**src/rtl/coef_regs_pkg.sv**
```systemverilog
// Purpose: Shared constants and carriers for the left-channel coefficient
//          byte bank.
// Assumes: Byte-wide register port with an 8-bit address.
// Notes:   Offsets are the byte addresses on the plain register port.
package coef_regs_pkg;

  // Widths of the register port and of one coefficient.
  localparam int ADDR_W = 8;
  localparam int DATA_W = 8;
  localparam int COEF_W = 16;
  localparam int NUM_REGS = 8;

  // Register offsets on the register port.
  localparam logic [7:0] OFF_FB_ONE_LOW = 8'h0E;
  localparam logic [7:0] OFF_FB_TWO_HIGH = 8'h0F;
  localparam logic [7:0] OFF_FB_TWO_LOW = 8'h10;
  localparam logic [7:0] OFF_FB_FOUR_HIGH = 8'h11;
  localparam logic [7:0] OFF_FB_FOUR_LOW = 8'h12;
  localparam logic [7:0] OFF_FB_FIVE_HIGH = 8'h13;
  localparam logic [7:0] OFF_FB_FIVE_LOW = 8'h14;
  localparam logic [7:0] OFF_DEEMPH_ZERO_HIGH = 8'h15;

  // Values after reset.
  localparam logic [7:0] RST_FB_ONE_LOW = 8'h83;
  localparam logic [7:0] RST_FB_TWO_HIGH = 8'h84;
  localparam logic [7:0] RST_FB_TWO_LOW = 8'hEE;
  localparam logic [7:0] RST_FB_FOUR_HIGH = 8'h7D;
  localparam logic [7:0] RST_FB_FOUR_LOW = 8'h83;
  localparam logic [7:0] RST_FB_FIVE_HIGH = 8'h84;
  localparam logic [7:0] RST_FB_FIVE_LOW = 8'hEE;
  localparam logic [7:0] RST_DEEMPH_ZERO_HIGH = 8'h39;

  // Storage slot of each register inside the bank.
  localparam int IDX_FB_ONE_LOW = 0;
  localparam int IDX_FB_TWO_HIGH = 1;
  localparam int IDX_FB_TWO_LOW = 2;
  localparam int IDX_FB_FOUR_HIGH = 3;
  localparam int IDX_FB_FOUR_LOW = 4;
  localparam int IDX_FB_FIVE_HIGH = 5;
  localparam int IDX_FB_FIVE_LOW = 6;
  localparam int IDX_DEEMPH_ZERO_HIGH = 7;

  // Offset and reset value per slot, in slot order.
  localparam logic [7:0] SLOT_OFFSET [NUM_REGS] = '{
    OFF_FB_ONE_LOW, OFF_FB_TWO_HIGH, OFF_FB_TWO_LOW, OFF_FB_FOUR_HIGH,
    OFF_FB_FOUR_LOW, OFF_FB_FIVE_HIGH, OFF_FB_FIVE_LOW,
    OFF_DEEMPH_ZERO_HIGH};
  localparam logic [7:0] SLOT_RESET [NUM_REGS] = '{
    RST_FB_ONE_LOW, RST_FB_TWO_HIGH, RST_FB_TWO_LOW, RST_FB_FOUR_HIGH,
    RST_FB_FOUR_LOW, RST_FB_FIVE_HIGH, RST_FB_FIVE_LOW,
    RST_DEEMPH_ZERO_HIGH};

  // Value shown by a read of an unmapped address.
  localparam logic [7:0] UNMAPPED_READ = 8'h00;

  // One request on the register port.
  typedef struct packed {
    logic [ADDR_W-1:0] addr;
    logic [DATA_W-1:0] wdata;
    logic wr;
    logic rd;
  } reg_req_type;

  // Assembled signed coefficients handed to the filter datapath.
  typedef struct packed {
    logic signed [COEF_W-1:0] fx_feedback_coef_one;
    logic signed [COEF_W-1:0] fx_feedback_coef_two;
    logic signed [COEF_W-1:0] fx_feedback_coef_four;
    logic signed [COEF_W-1:0] fx_feedback_coef_five;
    logic signed [COEF_W-1:0] deemph_forward_coef_zero;
  } coef_set_type;

  // Bytes of the same coefficients that live in neighbouring banks.
  typedef struct packed {
    logic [DATA_W-1:0] fb_one_high;
    logic [DATA_W-1:0] deemph_zero_low;
  } ext_bytes_type;

endpackage

```
**src/rtl/left_effects_coef_regs.sv**
```systemverilog
// Purpose: Left-channel effects and de-emphasis coefficient byte bank with
//          read/write access and assembled signed coefficient outputs.
// Assumes: Plain register port; read data one cycle after the read strobe.
// Notes:   Unmapped reads return zero; unmapped writes are ignored.
//          Two coefficient halves live in neighbouring banks and arrive
//          on the external byte inputs, so all five coefficients leave
//          this bank whole.
// Contract
// - Byte pair forms signed 16-bit coefficient.
// - Bytes are eight bits, writable, readable.
// - Feedback one low byte resets 0x83.
// - Feedback two resets 0x84 and 0xEE.
// - Feedback four resets 0x7D and 0x83.
// - Feedback five resets 0x84 and 0xEE.
// - De-emphasis zero high byte resets 0x39.
//
// The plain strobed port was left to the implementer.
`timescale 1ns/1ns
module left_effects_coef_regs (
  input wire logic clk, // System clock, 100 MHz.
  input wire logic nrst, // Asynchronous reset, active low.
  input wire coef_regs_pkg::reg_req_type req, // Register port request.
  output logic [coef_regs_pkg::DATA_W-1:0] rd_data, // Read data, next cycle.
  input wire coef_regs_pkg::ext_bytes_type ext_bytes, // Neighbour bytes.
  output coef_regs_pkg::coef_set_type coefs // Coefficients to datapath.
);
  import coef_regs_pkg::*;

  // Register map of this bank, one byte per offset:
  //   0x0E  feedback one, lower byte; its upper byte lives elsewhere.
  //   0x0F  feedback two, upper byte.
  //   0x10  feedback two, lower byte.
  //   0x11  feedback four, upper byte.
  //   0x12  feedback four, lower byte.
  //   0x13  feedback five, upper byte.
  //   0x14  feedback five, lower byte.
  //   0x15  de-emphasis zero, upper byte; its lower byte lives elsewhere.
  // Every other offset is outside the bank: writes there are dropped and
  // reads there return zero, so neighbouring banks can share the port.
  // The offsets and defaults themselves live in the package.

  // Stored bytes, one slot per register, in slot order.
  logic [DATA_W-1:0] slot_q [NUM_REGS];
  // Per-slot write strobes after address decode.
  logic [NUM_REGS-1:0] slot_wr;
  // Address decode results for the write and the read strobe.
  logic wr_hit;
  logic [2:0] wr_slot;
  logic rd_hit;
  logic [2:0] rd_slot;
  // Read data register and its next value.
  logic [DATA_W-1:0] rd_data_reg;
  logic [DATA_W-1:0] rd_data_next;
  // Upper and lower byte of each coefficient before joining.
  logic [DATA_W-1:0] coef_one_hi;
  logic [DATA_W-1:0] coef_one_lo;
  logic [DATA_W-1:0] coef_two_hi;
  logic [DATA_W-1:0] coef_two_lo;
  logic [DATA_W-1:0] coef_four_hi;
  logic [DATA_W-1:0] coef_four_lo;
  logic [DATA_W-1:0] coef_five_hi;
  logic [DATA_W-1:0] coef_five_lo;
  logic [DATA_W-1:0] coef_zero_hi;
  logic [DATA_W-1:0] coef_zero_lo;
  // Coefficient set register and its next value.
  coef_set_type coefs_reg;
  coef_set_type coefs_next;

  // Returns the slot that answers an address, and whether any does.
  // Bit 3 is the hit flag and bits 2:0 the slot; a miss returns zero.
  // Offsets are compared whole; no address bit is ignored.
  function automatic logic [3:0] decode_slot(input logic [ADDR_W-1:0] a);
    logic [3:0] res;
    res = 4'h0;
    case (a)
      OFF_FB_ONE_LOW: begin
        res = {1'b1, 3'(IDX_FB_ONE_LOW)};
      end
      OFF_FB_TWO_HIGH: begin
        res = {1'b1, 3'(IDX_FB_TWO_HIGH)};
      end
      OFF_FB_TWO_LOW: begin
        res = {1'b1, 3'(IDX_FB_TWO_LOW)};
      end
      OFF_FB_FOUR_HIGH: begin
        res = {1'b1, 3'(IDX_FB_FOUR_HIGH)};
      end
      OFF_FB_FOUR_LOW: begin
        res = {1'b1, 3'(IDX_FB_FOUR_LOW)};
      end
      OFF_FB_FIVE_HIGH: begin
        res = {1'b1, 3'(IDX_FB_FIVE_HIGH)};
      end
      OFF_FB_FIVE_LOW: begin
        res = {1'b1, 3'(IDX_FB_FIVE_LOW)};
      end
      OFF_DEEMPH_ZERO_HIGH: begin
        res = {1'b1, 3'(IDX_DEEMPH_ZERO_HIGH)};
      end
      default: begin
        res = 4'h0;
      end
    endcase
    return res;
  endfunction

  // Joins an upper and a lower byte into one signed coefficient.
  // The upper byte carries the sign, so 0x80 0x00 is the most negative.
  // The result is handed on unchanged; no rounding or saturation.
  function automatic logic signed [COEF_W-1:0] join_coef(
    input logic [DATA_W-1:0] hi,
    input logic [DATA_W-1:0] lo
  );
    return $signed({hi, lo});
  endfunction

  // Address decode for the two strobes; both look at the same address.
  assign {wr_hit, wr_slot} = decode_slot(req.addr);
  assign {rd_hit, rd_slot} = decode_slot(req.addr);

  // Only a mapped write raises a strobe, and only for its own slot, so an
  // unmapped write leaves every byte as it was.
  // decoded write strobes
  always_comb begin
    slot_wr = '0;
    if (req.wr && wr_hit) begin
      slot_wr[wr_slot] = 1'b1;
    end
  end

  // Each byte below is one eight-bit store with its own fixed default.
  // All eight bits are writable and read back exactly as written.
  // The stores sit on the same clock as the port, so a write taken at an
  // edge is visible to a read taken at the very next edge.

  // Feedback one, lower byte.
  // feedback one low
  coef_byte_store #(
    .WIDTH(DATA_W),
    .RESET_VALUE(RST_FB_ONE_LOW)
  ) u_fb_one_low (
    .clk(clk),
    .nrst(nrst),
    .wr_en(slot_wr[IDX_FB_ONE_LOW]),
    .wr_data(req.wdata),
    .q(slot_q[IDX_FB_ONE_LOW])
  );

  // Feedback two, upper byte.
  // feedback two high
  coef_byte_store #(
    .WIDTH(DATA_W),
    .RESET_VALUE(RST_FB_TWO_HIGH)
  ) u_fb_two_high (
    .clk(clk),
    .nrst(nrst),
    .wr_en(slot_wr[IDX_FB_TWO_HIGH]),
    .wr_data(req.wdata),
    .q(slot_q[IDX_FB_TWO_HIGH])
  );

  // Feedback two, lower byte.
  // feedback two low
  coef_byte_store #(
    .WIDTH(DATA_W),
    .RESET_VALUE(RST_FB_TWO_LOW)
  ) u_fb_two_low (
    .clk(clk),
    .nrst(nrst),
    .wr_en(slot_wr[IDX_FB_TWO_LOW]),
    .wr_data(req.wdata),
    .q(slot_q[IDX_FB_TWO_LOW])
  );

  // Feedback four, upper byte.
  // feedback four high
  coef_byte_store #(
    .WIDTH(DATA_W),
    .RESET_VALUE(RST_FB_FOUR_HIGH)
  ) u_fb_four_high (
    .clk(clk),
    .nrst(nrst),
    .wr_en(slot_wr[IDX_FB_FOUR_HIGH]),
    .wr_data(req.wdata),
    .q(slot_q[IDX_FB_FOUR_HIGH])
  );

  // Feedback four, lower byte.
  // feedback four low
  coef_byte_store #(
    .WIDTH(DATA_W),
    .RESET_VALUE(RST_FB_FOUR_LOW)
  ) u_fb_four_low (
    .clk(clk),
    .nrst(nrst),
    .wr_en(slot_wr[IDX_FB_FOUR_LOW]),
    .wr_data(req.wdata),
    .q(slot_q[IDX_FB_FOUR_LOW])
  );

  // Feedback five, upper byte.
  // feedback five high
  coef_byte_store #(
    .WIDTH(DATA_W),
    .RESET_VALUE(RST_FB_FIVE_HIGH)
  ) u_fb_five_high (
    .clk(clk),
    .nrst(nrst),
    .wr_en(slot_wr[IDX_FB_FIVE_HIGH]),
    .wr_data(req.wdata),
    .q(slot_q[IDX_FB_FIVE_HIGH])
  );

  // Feedback five, lower byte.
  // feedback five low
  coef_byte_store #(
    .WIDTH(DATA_W),
    .RESET_VALUE(RST_FB_FIVE_LOW)
  ) u_fb_five_low (
    .clk(clk),
    .nrst(nrst),
    .wr_en(slot_wr[IDX_FB_FIVE_LOW]),
    .wr_data(req.wdata),
    .q(slot_q[IDX_FB_FIVE_LOW])
  );

  // De-emphasis zero, upper byte.
  // de-emphasis zero high
  coef_byte_store #(
    .WIDTH(DATA_W),
    .RESET_VALUE(RST_DEEMPH_ZERO_HIGH)
  ) u_deemph_zero_high (
    .clk(clk),
    .nrst(nrst),
    .wr_en(slot_wr[IDX_DEEMPH_ZERO_HIGH]),
    .wr_data(req.wdata),
    .q(slot_q[IDX_DEEMPH_ZERO_HIGH])
  );

  // Read path: the addressed byte for a mapped read, else zero, so the
  // read data sit at zero in every cycle that does not follow a read.
  // read back
  always_comb begin
    rd_data_next = UNMAPPED_READ;
    if (req.rd && rd_hit) begin
      rd_data_next = slot_q[rd_slot];
    end
  end

  // Read data register; a byte stands for exactly one cycle and reset
  // parks it at zero.
  always_ff @(posedge clk or negedge nrst) begin
    if (!nrst) begin
      rd_data_reg <= UNMAPPED_READ;
    end else begin
      rd_data_reg <= rd_data_next;
    end
  end

  // Read data leave the bank straight from the register.
  assign rd_data = rd_data_reg;

  // Pairs the bytes of each coefficient. Two of them borrow one half from
  // the neighbouring banks through the external byte inputs.
  // The order inside each pair is fixed: upper byte high.
  assign coef_one_hi = ext_bytes.fb_one_high;
  assign coef_one_lo = slot_q[IDX_FB_ONE_LOW];
  assign coef_two_hi = slot_q[IDX_FB_TWO_HIGH];
  assign coef_two_lo = slot_q[IDX_FB_TWO_LOW];
  assign coef_four_hi = slot_q[IDX_FB_FOUR_HIGH];
  assign coef_four_lo = slot_q[IDX_FB_FOUR_LOW];
  assign coef_five_hi = slot_q[IDX_FB_FIVE_HIGH];
  assign coef_five_lo = slot_q[IDX_FB_FIVE_LOW];
  assign coef_zero_hi = slot_q[IDX_DEEMPH_ZERO_HIGH];
  assign coef_zero_lo = ext_bytes.deemph_zero_low;

  // The halves are joined upper byte high, lower byte low, and read as a
  // signed value. Partner bytes are not written atomically, so software
  // should rewrite a coefficient only while the filter is idle.
  // A write therefore reaches the datapath one edge after it is taken.
  // signed byte join
  always_comb begin
    coefs_next.fx_feedback_coef_one = join_coef(coef_one_hi, coef_one_lo);
    coefs_next.fx_feedback_coef_two = join_coef(coef_two_hi, coef_two_lo);
    coefs_next.fx_feedback_coef_four = join_coef(coef_four_hi, coef_four_lo);
    coefs_next.fx_feedback_coef_five = join_coef(coef_five_hi, coef_five_lo);
    coefs_next.deemph_forward_coef_zero =
      join_coef(coef_zero_hi, coef_zero_lo);
  end

  // Coefficient set register; the datapath sees a byte change one edge
  // after the byte itself changes, and sees zero while reset is held.
  always_ff @(posedge clk or negedge nrst) begin
    if (!nrst) begin
      coefs_reg <= '0;
    end else begin
      coefs_reg <= coefs_next;
    end
  end

  assign coefs = coefs_reg;

endmodule

```
**src/rtl/coef_byte_store.sv**
```systemverilog
// Purpose: One read/write coefficient byte with a fixed reset value.
// Assumes: Write enable is already qualified by address decode.
// Notes:   All eight bits are writable and read back unchanged.
`timescale 1ns/1ns
module coef_byte_store #(
  parameter int WIDTH = 8,
  parameter logic [WIDTH-1:0] RESET_VALUE = '0
) (
  input wire logic clk, // System clock.
  input wire logic nrst, // Asynchronous reset, active low.
  input wire logic wr_en, // Load the byte this cycle.
  input wire logic [WIDTH-1:0] wr_data, // Byte to store.
  output logic [WIDTH-1:0] q // Stored byte.
);

  logic [WIDTH-1:0] byte_reg;
  logic [WIDTH-1:0] byte_next;

  // Next value: take the write data when enabled, else hold.
  always_comb begin
    byte_next = byte_reg;
    if (wr_en) begin
      byte_next = wr_data;
    end
  end

  // Storage flop, loaded with its fixed default under reset.
  always_ff @(posedge clk or negedge nrst) begin
    if (!nrst) begin
      byte_reg <= RESET_VALUE;
    end else begin
      byte_reg <= byte_next;
    end
  end

  assign q = byte_reg;

endmodule

```
**config.mk**
```make
export PLATFORM = sky130hd
export DESIGN_NAME = left_effects_coef_regs
export DESIGN_NICKNAME = d
export VERILOG_FILES = /design/src/rtl/coef_regs_pkg.sv /design/src/rtl/left_effects_coef_regs.sv /design/src/rtl/coef_byte_store.sv
export SDC_FILE = /design/constraint.sdc
export NUM_CORES = 1
export LEC_CHECK = 0
export ABC_CLOCK_PERIOD_IN_PS = 1300
export BUFFER_PORTS_ARGS = -buffer_cell sky130_fd_sc_hd__buf_2
export CAP_MARGIN = 20
export CORE_MARGIN = 2
export CORE_UTILIZATION = 53
export DETAILED_ROUTE_END_ITERATION = 10
export PLACE_DENSITY = 0.8
export SYNTH_ARGS = -nofsm -noshare
export SYNTH_HDL_FRONTEND = slang
export SYNTH_SLANG_ARGS = --single-unit
```
**constraint.sdc**
```tcl
create_clock -name clk -period 1.3 [get_ports clk]
set_input_delay 0.13 -clock clk [delete_from_list [all_inputs] [get_ports clk]]
set_output_delay 0.13 -clock clk [all_outputs]
set_load 0.02 [all_outputs]
```
# Yosys cells after proc, flatten, opt, wreduce, memory -nomap -nowiden
# Memories as Yosys holds them, arrays and structs flattened.
# Cells that the tools add are included.
dict set report totals {
  ff_bits 152
  latch_bits 0
  ramBits 0
  romBits 256
  word_cells 33
  n_memories 2
}
# name depth width read_ports rd_clocked_by_memory_dff wr line_no
set mem_list {}
lappend mem_list {{(name not given)} 32 4 1 0 0 left_effects_coef_regs.sv:75} ;# case (a)
lappend mem_list {{(name not given)} 32 4 1 0 0 left_effects_coef_regs.sv:75}
dict set report op_classes {
  add_sub_neg 0
  n_mul 0
  div 0
  magnitude_cmp 3
  eq_ne 0
  shifts 0
  n_mux 9
  bitwise 1
  reduce_logical 4
}
# operator count
set op_table {}
lappend op_table {{$mux 8} 4}
lappend op_table {{$bmux 8 s3} 1}
lappend op_table {{$mux 4} 2}
lappend op_table {{$ge 4x4->1 const B} 1}
lappend op_table {{$lt 3x4->1 const B} 1}
lappend op_table {{$not 3->4} 1}
lappend op_table {{$demux 1 s3} 1}
lappend op_table {{$ge 3x1->1 const B} 1}
lappend op_table {{$logic_and 1x1->1} 3}
lappend op_table {{$logic_not 3->1} 1}
lappend op_table {{$mux 1} 1}

# Longest topological paths before layout
# Gate-level depths: netlist (run 1).
dict set report logic_depth {
  ltp_word 7
  mapped_depth 8
}

# By module
# From an unflattened synthesis (run 1), not the netlist that was laid out.
dict set report hier_totals {
  cells_unflattened 405
  area_unflattened_um2 5990.7
}
# module instances cells_each area_per_inst_um2 seq_area_each_um2
set modules_own_cells {}
lappend modules_own_cells {left_effects_coef_regs 1 269 3298.2 2202.1}
lappend modules_own_cells {{coef_byte_store (u_fb_five_low ...)} 3 17 339.1 207.7}
lappend modules_own_cells {{coef_byte_store (u_fb_four_low ...)} 2 17 335.3 203.9}
lappend modules_own_cells {{coef_byte_store (u_fb_five_high ...)} 2 17 334.1 202.7}
lappend modules_own_cells {{coef_byte_store (u_deemph_zero_high)} 1 17 336.6 205.2}

# Worst setup path after synthesis (run 1)
# Ideal clock, no wire load.
dict set report synth_path {
  path_type {input-to-reg}
  from {in req[11] (netlist bit)}
  to {reg u_fb_four_high.byte_reg[1] (netlist: u_fb_four_high.q[1])}
  t_arrival_ps 1916
  required_time_ps 1175
  slack_ps -741
  path_stages 7
  path_buffers 2
  cell_sequence {inv_1 ha_1 or4_4 buf_6 or3_4 buf_6 mux2_4}
}
dict set report synth_between {
  elab_chain_len 7
  word_cells_on_any_way 9
  classes_between {order compare (2); mux (4); reduce/logical (2); memory (1)}
}
# item line_no
set synth_lines {}
lappend synth_lines {{start, declared} left_effects_coef_regs.sv:22} ;# input wire coef_regs_pkg::reg_req_type req,
lappend synth_lines {{$mem_v2 32x4 (*)} -}
lappend synth_lines {{$mux 4 (*)} left_effects_coef_regs.sv:75}
lappend synth_lines {{$lt 3x4->1 (not written as such) or $ge 3x1->1 (tied branches)} left_effects_coef_regs.sv:127} ;# slot_wr[wr_slot] = 1'b1;
lappend synth_lines {{$logic_and 1x1->1 (not written as such)} left_effects_coef_regs.sv:127}
lappend synth_lines {{$mux 1 (not written as such)} left_effects_coef_regs.sv:127}
lappend synth_lines {{$demux 1 s3} left_effects_coef_regs.sv:127}
lappend synth_lines {{$mux 8 (*)} left_effects_coef_regs.sv:126} ;# if (req.wr && wr_hit) begin
lappend synth_lines {{end signal, assigned} coef_byte_store.sv:32} ;# byte_reg <= byte_next;
lappend synth_lines {{end, declared} coef_byte_store.sv:16} ;# logic [WIDTH-1:0] byte_reg;
# Mark *: on every way between the ends. The rest lies on a longest branch, timed or not.
# A chain may end at the register's enable or synchronous reset.

# Final worst setup path (run 1)
dict set report layout_path {
  from {in req[11] (netlist bit)}
  to {reg rd_data_reg[5] (netlist: rd_data[5])}
}
dict set report layout_between {
  elab_chain_len 7
  word_cells_on_any_way 8
  classes_between {mux (5); bitwise (1); reduce/logical (1); memory (1)}
}
# item line_no
set layout_lines {}
lappend layout_lines {{$mem_v2 32x4 (*)} -}
lappend layout_lines {{$mux 4 (*)} left_effects_coef_regs.sv:75}
lappend layout_lines {{$not 3->4 (not written as such)} left_effects_coef_regs.sv:246} ;# rd_data_next = slot_q[rd_slot];
lappend layout_lines {{$bmux 8 s3} left_effects_coef_regs.sv:246}
lappend layout_lines {{$mux 8 (not written as such) (2 in a row)} left_effects_coef_regs.sv:246}
lappend layout_lines {{$mux 8 (*)} left_effects_coef_regs.sv:245} ;# if (req.rd && rd_hit) begin
lappend layout_lines {{net rd_data_next[5]} left_effects_coef_regs.sv:53} ;# logic [DATA_W-1:0] rd_data_next;
lappend layout_lines {{end signal, assigned} left_effects_coef_regs.sv:256} ;# rd_data_reg <= rd_data_next;
lappend layout_lines {{end, declared} left_effects_coef_regs.sv:52} ;# logic [DATA_W-1:0] rd_data_reg;
# Mark *: on every way through the listed nets, which the timed path passes. The rest lies on a longest branch. The select of a mux whose other input is x is not followed.

==> results of run 1 <==
[power by group]
group / leakage, nW / internal [mW] / total, mW / switching [mW]
Sequential: 1.95 / 4.95 / 5.08 / 0.124
Combinational: 1.95 / 0.473 / 1.06 / 0.586
Clock: 0.256 / 2.57 / 4.46 / 1.89
[how the worst max path moves through the flow]
stage                           to  cells after the start  slack [ps]    start
2_1_floorplan  u_fb_four_high.q[1]                      6        -740  req[16]
3_3_place_gp   u_fb_four_high.q[7]                      5        -730  req[16]
3_5_place_dp    u_fb_four_low.q[2]                      9        -790  req[11]
6_report                rd_data[5]                      9        -260  req[11]
5_1_grt                 rd_data[5]                      9        -260  req[11]
4_1_cts          u_fb_two_low.q[0]                      7        -170  req[16]
[placed cells by master (no fill, tap or decap), drive strengths merged, types with 2 or more instances in the layout]
cell type	Yosys	layout
ha	4	4
dfrtp	120	120
and3	11	11
a211oi	8	8
nor2	5	5
a211o	6	6
dlygate4sd3	0	25
or3	4	4
dfstp	32	32
o211ai	2	2
or4	2	2
clkbuf	7	19
clkinv	0	6
o221a	5	5
mux4	4	4
o211a	6	6
mux2	64	64
nor4	3	3
inv	5	6
nor3	5	5
nand3	7	7
nand2b	2	2
o21ai	9	9
nand2	4	4
nand4	2	2
clkinvlp	0	5
o22ai	3	3
buf	4	200
[cells by family after synthesis]
logic type,count (synthesis),synth area share (%)
adders and majority gates,4,0.909
AOI/OAI and AO/OA,47,6.97
buffers and inverters,16,1.39
DFF,152,69.8
muxes,68,15.3
and+or+nand+nor,49,5.70
[layout make-up]
type	count	area, sq um	share of cell area [%]
multi-input combinational	168	1960	23.9
tap	136	170	2.08
sequential	152	3840	46.9
timing repair buffer	225	1650	20.2
inverter	5	33.8	0.412
clock inverter	13	106	1.30
clock buffer	19	432	5.26
[what timing repair did]
action | 4_1_cts | 5_1_grt
pin swaps | 13 | 15
endpoints found under the hold margin | 211 | 0
resized for setup | 50 | 42
setup endpoints to repair | 71 | 72
hold buffers | 25 | 0
buffers inserted | 8 | 8
[metrics by stage]
| stage | hold WS (ps) | cell area, sq um |
|---|---|---|
| 3_3_place_gp | 97.1 | 6890 |
| 2_1_floorplan | -166 | 5670 |
| 3_5_place_dp | 103 | 6890 |
| 6_report | 102 | 8200 |
| 5_1_grt | 83.2 | 8200 |
| 4_1_cts | 33.8 | 7970 |
[metal layers]
layer / wire (um) / GRT usage [%] / vias to the layer above
met5: 0 / 0 / -
met4: 743 / 12.9 / 0
li1: - / - / 1704
met2: 8210 / 45.4 / 264
met3: 1150 / 6.68 / 62
met1: 6520 / 37.3 / 2120
==> flow_results.xml, run 1 <==
<?xml version="1.0" encoding="UTF-8"?>
<metrics>
  <group name="clock_tree">
    <metric name="cts_buffer_depth" unit="">2</metric>
    <metric name="htreeDepth" unit="">4</metric>
    <metric name="root_buffer_cell" unit="">clkbuf_8</metric>
    <metric name="clk_transition_reported_paths" unit="ps">60</metric>
    <metric name="cts_num_sinks" unit="">152</metric>
    <metric name="insertion_delay" unit="ps">530</metric>
    <metric name="cts_tree" unit="">done</metric>
    <metric name="cts-buffers-inserted" unit="">17</metric>
  </group>
  <group name="floorplanning">
    <metric name="floorplan.die.height" unit="um">106</metric>
    <metric name="row_count" unit="">37</metric>
    <metric name="floorplan.initialDensity" unit="%">54.1</metric>
    <metric name="die_w" unit="um">106</metric>
    <metric name="floorplan.die_area" unit="sq um">11200</metric>
    <metric name="boundary_pin_count" unit="">124</metric>
    <metric name="design.core.area" unit="sq um">10200</metric>
  </group>
  <group name="critical_path">
    <metric name="timing.setup.critical_path_class" unit="">input pin to flop</metric>
    <metric name="critPathCaptureType" unit="">flop</metric>
    <metric name="critical_path.max_fanout" unit="">4</metric>
    <metric name="r2r-end" unit="">rd_data[0]</metric>
    <metric name="max_stage_delay" unit="ps">550</metric>
    <metric name="list_of_cells_traversed_by_the_critical_path" unit="">buf_8 &gt; buf_8 &gt; ha_1 &gt; and3b_1 &gt; buf_4 &gt; buf_4 &gt; o211ai_1 &gt; nor3_2 &gt; o221a_2</metric>
    <metric name="critPathRequiredTime" unit="ps">1700</metric>
    <metric name="cp_top_family" unit="">compound AO/OA/AOI/OAI gates</metric>
    <metric name="arrival_time_at_the_worst_endpoint" unit="ps">1970</metric>
    <metric name="cp_slowest_cell" unit="">o211ai_1</metric>
    <metric name="setup_slack_of_the_most_critical_reg_to_reg_path" unit="ps">-50</metric>
    <metric name="rr_worst_depth" unit="">3</metric>
    <metric name="worst_r2r_startpoint" unit="">u_fb_two_high.q[0]</metric>
    <metric name="path_buf_inv" unit="">4</metric>
    <metric name="worst_setup_path_start_kind" unit="">input pin</metric>
  </group>
  <group name="yosys">
    <metric name="cell_variety_after_synth" unit="">47</metric>
    <metric name="seq_area_frac_synth" unit="%">69.8</metric>
    <metric name="synth_edf_count" unit="">0</metric>
    <metric name="synthesis.yosys.warnings" unit="">0</metric>
    <metric name="synth_async_sr_flop_share" unit="%">100</metric>
    <metric name="synth_top_cells_by_area" unit="">dfrtp_1, dfstp_2, mux2_2</metric>
    <metric name="netlist_instances" unit="">336</metric>
    <metric name="avgSynthCellArea" unit="sq um">16.4</metric>
    <metric name="synthFlopType" unit="">dfrtp_1</metric>
    <metric name="mappedNetlistNets" unit="">376</metric>
    <metric name="cell_with_the_most_instances_after_synthesis" unit="">dfrtp_1</metric>
    <metric name="mappedNetlistArea" unit="sq um">5510</metric>
    <metric name="synth_commonest_cells" unit="">dfrtp_1, mux2_2, dfstp_2, and3_1</metric>
    <metric name="yosys.area.top_type_share" unit="%">54.5</metric>
    <metric name="post-synth-top-area-cell" unit="">dfrtp_1</metric>
    <metric name="register_bit_count_reported_by_yosys" unit="">152</metric>
  </group>
  <group name="power">
    <metric name="report.power.total" unit="mW">10.6</metric>
    <metric name="cellPowerDensity" unit="nW/um^2">1290</metric>
    <metric name="vdd.ir_drop.worst" unit="mV">0.776</metric>
    <metric name="power.leakage" unit="nW">4.16</metric>
  </group>
  <group name="finish">
    <metric name="finalCoreUtilization" unit="%">80.5</metric>
    <metric name="post_route_non_filler_standard_cell_count" unit="">718</metric>
    <metric name="num-fill-cells" unit="">537</metric>
    <metric name="nNetsFinal" unit="">609</metric>
    <metric name="drive_above_1_share" unit="%">64.1</metric>
    <metric name="syn2layout_area_growth" unit="%">48.9</metric>
    <metric name="insertedDiodeCount" unit="">0</metric>
    <metric name="largest_reg_flops" unit="">80</metric>
  </group>
  <group name="detailed_routing">
    <metric name="wl_per_cell" unit="um">23.2</metric>
    <metric name="detail_route.vias_per_cell" unit="">5.78</metric>
    <metric name="routed-via-count" unit="">4150</metric>
    <metric name="first_pass_iters" unit="">5</metric>
    <metric name="wl" unit="um">16600</metric>
    <metric name="remaining_drc_errors" unit="">0</metric>
    <metric name="postRouteAntennaNets" unit="">0</metric>
    <metric name="drt_first_iter_violations" unit="">324</metric>
  </group>
  <group name="sta">
    <metric name="final-setup-viol-count" unit="">59</metric>
    <metric name="slew_headroom" unit="%">54.4</metric>
    <metric name="timing.clock.skew" unit="ps">5.84</metric>
    <metric name="final-max-slew-violation-count" unit="">0</metric>
    <metric name="post-route-worst-setup-slack" unit="ps">-262</metric>
    <metric name="setup_repair_after_global_routing_missed_its_margin" unit="">yes</metric>
    <metric name="final.period_utilization" unit="%">120</metric>
    <metric name="worstMarginPinSlew" unit="ps">681</metric>
    <metric name="finalHoldViolations" unit="">0</metric>
    <metric name="max_freq" unit="MHz">640</metric>
    <metric name="layout_min_cycle_time" unit="ps">1560</metric>
    <metric name="fin_tns_setup" unit="ps">-8340</metric>
  </group>
  <group name="hold_path">
    <metric name="holdCritPathClass" unit="">input pin to async pin</metric>
  </group>
  <group name="grt">
    <metric name="grt_first_pass_wirelength" unit="um">23500</metric>
    <metric name="grt_remaining_overflow" unit="">0</metric>
    <metric name="groute.usage.overall" unit="%">28.4</metric>
    <metric name="grt_pass1_vias" unit="">4199</metric>
    <metric name="antenna_found_initial" unit="">0</metric>
    <metric name="largest_net_degree_at_the_start_of_global_routing" unit="">46</metric>
  </group>
  <group name="job">
    <metric name="drv_cap" unit="">0</metric>
  </group>
  <group name="outcome">
    <metric name="failed_checks" unit="">negative setup slack</metric>
    <metric name="run_status" unit="">complete, but fails checks</metric>
  </group>
  <group name="placed_design">
    <metric name="placedCellCount" unit="">646</metric>
    <metric name="final_weighted_congestion_of_routability_driven_global_placement" unit="">0.930</metric>
    <metric name="io_buffer_count" unit="">123</metric>
    <metric name="place_ws" unit="ps">-794</metric>
    <metric name="place_hpwl" unit="um">9640</metric>
  </group>
</metrics>
No activity file was read; power rests on OpenSTA's default activity.
==> run 2: changes to the inputs <==
CORE_ASPECT_RATIO = 1.25   (was default)
CORE_UTILIZATION = 56   (was 53)
CTS_BUF_LIST = sky130_fd_sc_hd__clkbuf_8   (was default)
PLACE_DENSITY = 0.84   (was 0.8)
==> flow_results.xml, run 2 (same netlist as run 1, synthesis figures left out) <==
<?xml version="1.0" encoding="UTF-8"?>
<metrics>
  <group name="outcome">
    <metric name="run_status" unit="">complete, but fails checks</metric>
    <metric name="failed_checks" unit="">negative setup slack</metric>
  </group>
  <group name="sta">
    <metric name="final.period_utilization" unit="%">122</metric>
    <metric name="timing.clock.skew" unit="ps">10.2</metric>
    <metric name="fin_tns_setup" unit="ps">-8650</metric>
    <metric name="slew_headroom" unit="%">66.7</metric>
    <metric name="layout_min_cycle_time" unit="ps">1590</metric>
    <metric name="worstMarginPinSlew" unit="ps">495</metric>
    <metric name="fin_worst_hold_slack" unit="ps">50.5</metric>
    <metric name="final-max-slew-violation-count" unit="">0</metric>
    <metric name="post-route-worst-setup-slack" unit="ps">-291</metric>
    <metric name="finalHoldViolations" unit="">0</metric>
    <metric name="final-setup-viol-count" unit="">67</metric>
    <metric name="max_freq" unit="MHz">628</metric>
    <metric name="setup_repair_after_global_routing_missed_its_margin" unit="">yes</metric>
  </group>
  <group name="detailed_routing">
    <metric name="drt_first_iter_violations" unit="">309</metric>
    <metric name="wl" unit="um">15300</metric>
    <metric name="routed-via-count" unit="">4025</metric>
    <metric name="remaining_drc_errors" unit="">0</metric>
    <metric name="postRouteAntennaNets" unit="">0</metric>
    <metric name="wl_per_cell" unit="um">22.1</metric>
    <metric name="first_pass_iters" unit="">5</metric>
    <metric name="detail_route.vias_per_cell" unit="">5.83</metric>
  </group>
  <group name="power">
    <metric name="cellPowerDensity" unit="nW/um^2">1210</metric>
    <metric name="power.leakage" unit="nW">4.02</metric>
    <metric name="vdd.ir_drop.worst" unit="mV">0.982</metric>
    <metric name="report.power.total" unit="mW">9.59</metric>
  </group>
  <group name="placed_design">
    <metric name="place_hpwl" unit="um">9530</metric>
    <metric name="place_ws" unit="ps">-760</metric>
    <metric name="final_weighted_congestion_of_routability_driven_global_placement" unit="">0.940</metric>
    <metric name="placedCellCount" unit="">635</metric>
    <metric name="place_area" unit="sq um">6870</metric>
    <metric name="io_buffer_count" unit="">123</metric>
  </group>
  <group name="hold_path">
    <metric name="worstHoldEndpoint" unit="">u_fb_four_high.q[2]</metric>
    <metric name="hold_path_start" unit="">req[4]</metric>
    <metric name="holdCritPathClass" unit="">input pin to flop</metric>
    <metric name="hold_path_depth" unit="">2</metric>
  </group>
  <group name="critical_path">
    <metric name="setup_slack_of_the_most_critical_reg_to_reg_path" unit="ps">-160</metric>
    <metric name="worst_r2r_startpoint" unit="">u_fb_two_low.q[0]</metric>
    <metric name="max_stage_delay" unit="ps">510</metric>
    <metric name="cp_top_family" unit="">simple AND/OR/NAND/NOR gates</metric>
    <metric name="rr_worst_depth" unit="">3</metric>
    <metric name="worst_setup_path_start_kind" unit="">input pin</metric>
    <metric name="arrival_time_at_the_worst_endpoint" unit="ps">1940</metric>
    <metric name="critical_path.max_fanout" unit="">8</metric>
    <metric name="critPathCaptureType" unit="">flop</metric>
    <metric name="cp_slowest_cell" unit="">or4_4</metric>
    <metric name="path_buf_inv" unit="">1</metric>
    <metric name="list_of_cells_traversed_by_the_critical_path" unit="">buf_8 &gt; or3_4 &gt; or4_4 &gt; or3_4 &gt; mux2_4</metric>
    <metric name="critPathRequiredTime" unit="ps">1640</metric>
    <metric name="cpMostUsedCell" unit="">or3_4</metric>
    <metric name="timing.setup.critical_path_class" unit="">input pin to flop</metric>
    <metric name="r2r-end" unit="">rd_data[0]</metric>
  </group>
  <group name="finish">
    <metric name="drive_above_1_share" unit="%">64.9</metric>
    <metric name="finalCoreUtilization" unit="%">82.4</metric>
    <metric name="finish.instance_area" unit="sq um">7920</metric>
    <metric name="largest_reg_flops" unit="">80</metric>
    <metric name="post_route_non_filler_standard_cell_count" unit="">690</metric>
    <metric name="highest_count_cells_in_the_layout_ignoring_fill_and_taps" unit="">dfrtp_1, buf_2, mux2_4</metric>
    <metric name="area.sequential" unit="sq um">3840</metric>
    <metric name="num-fill-cells" unit="">502</metric>
    <metric name="insertedDiodeCount" unit="">0</metric>
    <metric name="area_used_by_multi_input_combinational_logic" unit="sq um">1990</metric>
    <metric name="mostFrequentLayoutCell" unit="">dfrtp_1</metric>
    <metric name="nNetsFinal" unit="">591</metric>
    <metric name="syn2layout_area_growth" unit="%">43.8</metric>
  </group>
  <group name="job">
    <metric name="drv_cap" unit="">0</metric>
  </group>
  <group name="grt">
    <metric name="largest_net_degree_at_the_start_of_global_routing" unit="">41</metric>
    <metric name="groute.usage.overall" unit="%">29.3</metric>
    <metric name="grt_remaining_overflow" unit="">0</metric>
    <metric name="antenna_found_initial" unit="">0</metric>
    <metric name="grt_pass1_vias" unit="">4206</metric>
    <metric name="grt_first_pass_wirelength" unit="um">23000</metric>
  </group>
  <group name="clock_tree">
    <metric name="insertion_delay" unit="ps">450</metric>
    <metric name="cts_num_sinks" unit="">152</metric>
    <metric name="cts_tree" unit="">done</metric>
    <metric name="htreeDepth" unit="">4</metric>
    <metric name="clk_transition_reported_paths" unit="ps">80</metric>
    <metric name="cts_buffer_depth" unit="">2</metric>
    <metric name="root_buffer_cell" unit="">clkbuf_8</metric>
    <metric name="cts-buffers-inserted" unit="">17</metric>
  </group>
  <group name="floorplanning">
    <metric name="floorplan.die_area" unit="sq um">10700</metric>
    <metric name="floorplan.initialDensity" unit="%">57.3</metric>
    <metric name="boundary_pin_count" unit="">124</metric>
    <metric name="floorplan.die.height" unit="um">115</metric>
    <metric name="design.core.area" unit="sq um">9610</metric>
    <metric name="die_w" unit="um">92.7</metric>
    <metric name="row_count" unit="">40</metric>
  </group>
</metrics>
==> run 2: cell count changes in the layout (fill, tap and decap cells not counted), sizes merged <==
cell / before / now
buf: 200 / 190
clkinv: 6 / 5
clkbuf: 19 / 18
dlygate4sd3: 25 / 17
bufinv: 1 / 2
clkinvlp: 5 / 6
==> run 2: layout make-up <==
cell class	instances	area share, %
inverters	5	0.426
multi-input cells	168	25.1
well taps	126	1.99
flip-flops and latches	152	48.5
clock buffers	18	3.13
repair buffers	207	18.9
clock inverters	14	1.90
==> run 2: worst max-delay path by stage <==
stage               depth (start not counted)     from  slack [ps]                   to
floorplan                                   6  req[16]        -740  u_fb_four_high.q[1]
global placement                            5  req[16]        -740  u_fb_four_high.q[1]
detailed placement                          5  req[16]        -760  u_fb_four_high.q[1]
CTS                                         5  req[16]        -230  u_fb_four_high.q[7]
global route                                7  req[16]        -290    u_fb_two_low.q[0]
finish                                      5  req[16]        -290  u_fb_four_high.q[7]
==> run 2: where the power goes <==
group | leakage (nW) | internal [mW] | total [mW] | switching, mW
Clock | 0.183 | 1.76 | 3.51 | 1.76
Sequential | 1.95 | 4.95 | 5.06 | 0.117
Combinational | 1.89 | 0.453 | 1.02 | 0.565
Total | 4.02 | 7.15 | 9.59 | 2.44
==> run 2: per-layer routing <==
layer	global-route usage, %	wire length [um]	share of wire (%)
met5	0	0	0
met2	47.6	7850	51
met1	36.0	5630	37
met3	7.54	1110	7.2
met4	16.6	688	4.5
==> run 2: timing repair <==
action                     CTS  global route
setup buffers                4             3
gates resized for setup     64            34
pin swaps                   11            14
hold endpoints to repair   137             0
hold buffers                17             0
setup endpoints to repair   71            71
==> run 3: changes to the inputs <==
ABC_AREA = 1   (was default)
CAP_MARGIN = 25   (was 20)
==> flow_results.xml, run 3 <==
<?xml version="1.0" encoding="UTF-8"?>
<metrics>
  <group name="critical_path">
    <metric name="max_stage_delay" unit="ps">260</metric>
    <metric name="timing.setup.critical_path_class" unit="">input pin to flop</metric>
    <metric name="worst_setup_path_start_kind" unit="">input pin</metric>
    <metric name="arrival_time_at_the_worst_endpoint" unit="ps">1620</metric>
    <metric name="critPathRequiredTime" unit="ps">1620</metric>
    <metric name="list_of_cells_traversed_by_the_critical_path" unit="">buf_4 &gt; inv_12 &gt; ha_2 &gt; nor2_2 &gt; nor2_1 &gt; nand2_2 &gt; nor2_4 &gt; buf_4 &gt; nand3b_1 &gt; nand2_1 &gt; nor2_1 &gt; nand2_1 &gt; nor2_2</metric>
    <metric name="critPathCaptureType" unit="">flop</metric>
    <metric name="rr_worst_depth" unit="">5</metric>
    <metric name="critical_path.max_fanout" unit="">6</metric>
    <metric name="cp_slowest_cell" unit="">nor2_4</metric>
  </group>
  <group name="detailed_routing">
    <metric name="top_signal_layer_used" unit="">met4</metric>
    <metric name="route.layer.met1.wl" unit="um">5100</metric>
    <metric name="routed-wl-met3" unit="um">939</metric>
    <metric name="wl_per_cell" unit="um">16.4</metric>
    <metric name="first_pass_iters" unit="">5</metric>
    <metric name="wl" unit="um">13500</metric>
    <metric name="postRouteAntennaNets" unit="">0</metric>
    <metric name="remaining_drc_errors" unit="">0</metric>
    <metric name="routed-via-count" unit="">4304</metric>
    <metric name="drt_first_iter_violations" unit="">347</metric>
    <metric name="detail_route.vias_per_cell" unit="">5.26</metric>
    <metric name="detailroute.wirelength.met2" unit="um">7080</metric>
  </group>
  <group name="clock_tree">
    <metric name="htreeDepth" unit="">4</metric>
    <metric name="root_buffer_cell" unit="">clkbuf_8</metric>
    <metric name="cts-buffers-inserted" unit="">17</metric>
    <metric name="cts_tree" unit="">done</metric>
    <metric name="insertion_delay" unit="ps">440</metric>
    <metric name="clk_transition_reported_paths" unit="ps">80</metric>
    <metric name="cts_num_sinks" unit="">152</metric>
    <metric name="cts_buffer_depth" unit="">2</metric>
  </group>
  <group name="sta">
    <metric name="worstMarginPinSlew" unit="ps">457</metric>
    <metric name="fin_tns_setup" unit="ps">0</metric>
    <metric name="final.period_utilization" unit="%">99.3</metric>
    <metric name="final-setup-viol-count" unit="">0</metric>
    <metric name="layout_min_cycle_time" unit="ps">1290</metric>
    <metric name="max_freq" unit="MHz">775</metric>
    <metric name="slew_headroom" unit="%">69.5</metric>
    <metric name="timing.clock.skew" unit="ps">9.04</metric>
    <metric name="final-max-slew-violation-count" unit="">0</metric>
    <metric name="finalHoldViolations" unit="">0</metric>
    <metric name="setup_repair_after_global_routing_missed_its_margin" unit="">yes</metric>
  </group>
  <group name="yosys">
    <metric name="yosys.area.top_type_share" unit="%">51.9</metric>
    <metric name="mappedNetlistArea" unit="sq um">5780</metric>
    <metric name="post-synth-top-area-cell" unit="">dfrtp_1</metric>
    <metric name="synthFlopType" unit="">dfrtp_1</metric>
    <metric name="synth_edf_count" unit="">0</metric>
    <metric name="mappedNetlistNets" unit="">536</metric>
    <metric name="netlist_instances" unit="">496</metric>
    <metric name="synthesis.yosys.warnings" unit="">0</metric>
    <metric name="avgSynthCellArea" unit="sq um">11.7</metric>
    <metric name="seq_area_frac_synth" unit="%">66.5</metric>
    <metric name="synth_commonest_cells" unit="">dfrtp_1, nand2_1, inv_1, dfstp_2</metric>
    <metric name="synth_async_sr_flop_share" unit="%">100</metric>
    <metric name="cell_with_the_most_instances_after_synthesis" unit="">dfrtp_1</metric>
    <metric name="cell_variety_after_synth" unit="">31</metric>
    <metric name="synth_top_cells_by_area" unit="">dfrtp_1, dfstp_2, nand2_1</metric>
    <metric name="register_bit_count_reported_by_yosys" unit="">152</metric>
  </group>
  <group name="grt">
    <metric name="largest_net_degree_at_the_start_of_global_routing" unit="">46</metric>
    <metric name="grt_pass1_vias" unit="">4439</metric>
    <metric name="antenna_found_initial" unit="">0</metric>
    <metric name="grt_first_pass_wirelength" unit="um">21400</metric>
    <metric name="grt_remaining_overflow" unit="">0</metric>
    <metric name="groute.usage.overall" unit="%">25.5</metric>
  </group>
  <group name="floorplanning">
    <metric name="die_w" unit="um">94.9</metric>
    <metric name="floorplan.die_area" unit="sq um">11200</metric>
    <metric name="design.core.area" unit="sq um">10100</metric>
    <metric name="row_count" unit="">41</metric>
    <metric name="floorplan.initialDensity" unit="%">57.5</metric>
    <metric name="floorplan.die.height" unit="um">118</metric>
    <metric name="boundary_pin_count" unit="">124</metric>
  </group>
  <group name="placed_design">
    <metric name="final_weighted_congestion_of_routability_driven_global_placement" unit="">0.914</metric>
    <metric name="place_area" unit="sq um">6870</metric>
    <metric name="place_hpwl" unit="um">9250</metric>
    <metric name="io_buffer_count" unit="">123</metric>
  </group>
  <group name="finish">
    <metric name="nNetsFinal" unit="">717</metric>
    <metric name="finish.instance_area" unit="sq um">7490</metric>
    <metric name="highest_count_cells_in_the_layout_ignoring_fill_and_taps" unit="">dfrtp_1, buf_2, nand2_1</metric>
    <metric name="syn2layout_area_growth" unit="%">29.6</metric>
    <metric name="insertedDiodeCount" unit="">0</metric>
    <metric name="num-fill-cells" unit="">649</metric>
    <metric name="largest_reg_flops" unit="">80</metric>
    <metric name="drive_above_1_share" unit="%">41.0</metric>
  </group>
  <group name="outcome">
    <metric name="run_status" unit="">finished, final reports clean</metric>
  </group>
  <group name="power">
    <metric name="cellPowerDensity" unit="nW/um^2">1270</metric>
    <metric name="power.leakage" unit="nW">3.84</metric>
    <metric name="vdd.ir_drop.worst" unit="mV">0.893</metric>
    <metric name="report.power.total" unit="mW">9.50</metric>
  </group>
  <group name="hold_path">
    <metric name="holdCritPathClass" unit="">input pin to flop</metric>
    <metric name="hold_path_depth" unit="">3</metric>
  </group>
  <group name="job">
    <metric name="drv_cap" unit="">0</metric>
  </group>
</metrics>
[run 3: cell count changes in the layout (fill, tap and decap cells not counted), moves of 13 or more]
cell      previous run  this run
inv_1                3        37
nand3_1              3        16
o21ai_2              2        23
buf_6               20         1
o21ai_1              0        23
nand3b_1             0        26
buf_4               40        27
mux2_2              15         0
nor2_1               2        22
o21ai_0              5        20
nand2_1              4       112
mux2_4              49         0
[run 3: per-layer routing]
metal | GRT usage (%) | up-vias
li1 | - | 1970
met1 | 30.5 | 2089
met2 | 43.1 | 213
met3 | 6.34 | 32
met4 | 11.0 | 0
met5 | 0 | -
[run 3: through the flow]
step	worst slack, ps	hold slack, ps	cells	util [%]
3_5_place_dp	-436	89.8	768	68.3
6_report	9.69	92.9	819	74.5
3_3_place_gp	-344	85.0	768	68.3
5_1_grt	-33.7	102	819	74.5
4_1_cts	21.6	70.4	817	74.3
2_1_floorplan	-99.5	-166	496	-
[run 3: path summary, 6_finish.rpt]
kind | start | to | slack [ps]
worst max-delay path | req[11] | rd_data[7] | 10
worst min-delay path | req[2] | u_fb_five_high.q[0] | 90
worst max register to register | u_fb_five_low.q[1] | rd_data[1] | 170
worst min register to register | u_fb_two_high.q[2] | coefs[58] | 410
max in group asynchronous | nrst | u_fb_five_low.q[2] | 510
min in group asynchronous | nrst | u_fb_one_low.q[2] | 200
[run 3: timing repair]
item	CTS	global route
gates cloned	0	0
setup endpoints to repair	1	19
setup buffers	0	2
gates resized for setup	2	2
hold endpoints to repair	144	0
hold buffers	17	0
pin swaps	2	1
[run 3: cell type report]
class / instances / area (sq um) / share of cell area, %
clock inverters: 14 / 180 / 2.40
multi-input cells: 290 / 1690 / 22.5
inverters: 39 / 164 / 2.19
well taps: 129 / 161 / 2.15
repair buffers: 177 / 1210 / 16.2
clock buffers: 18 / 248 / 3.31
flip-flops and latches: 152 / 3840 / 51.3
[run 3: kinds of logic after synthesis]
kind of cell / Yosys count / synth area share, %
AND/OR/NAND/NOR: 214 / 19.6
flip-flops: 152 / 66.5
AO/OA/AOI/OAI: 72 / 7.79
buffers and inverters: 54 / 5.28
adder cells (fa/ha/maj): 4 / 0.865
[run 3: worst max-delay path: cells and delay by family]
kind          cells  cell delay [ps]
fa+ha+maj         1              180
buf+inv           3              390
simple gates      9              900
[run 3: where the power goes]
group | switching [mW] | internal [mW]
clock | 1.66 | 2.12
sequential | 0.0751 | 4.88
combinational | 0.471 | 0.282
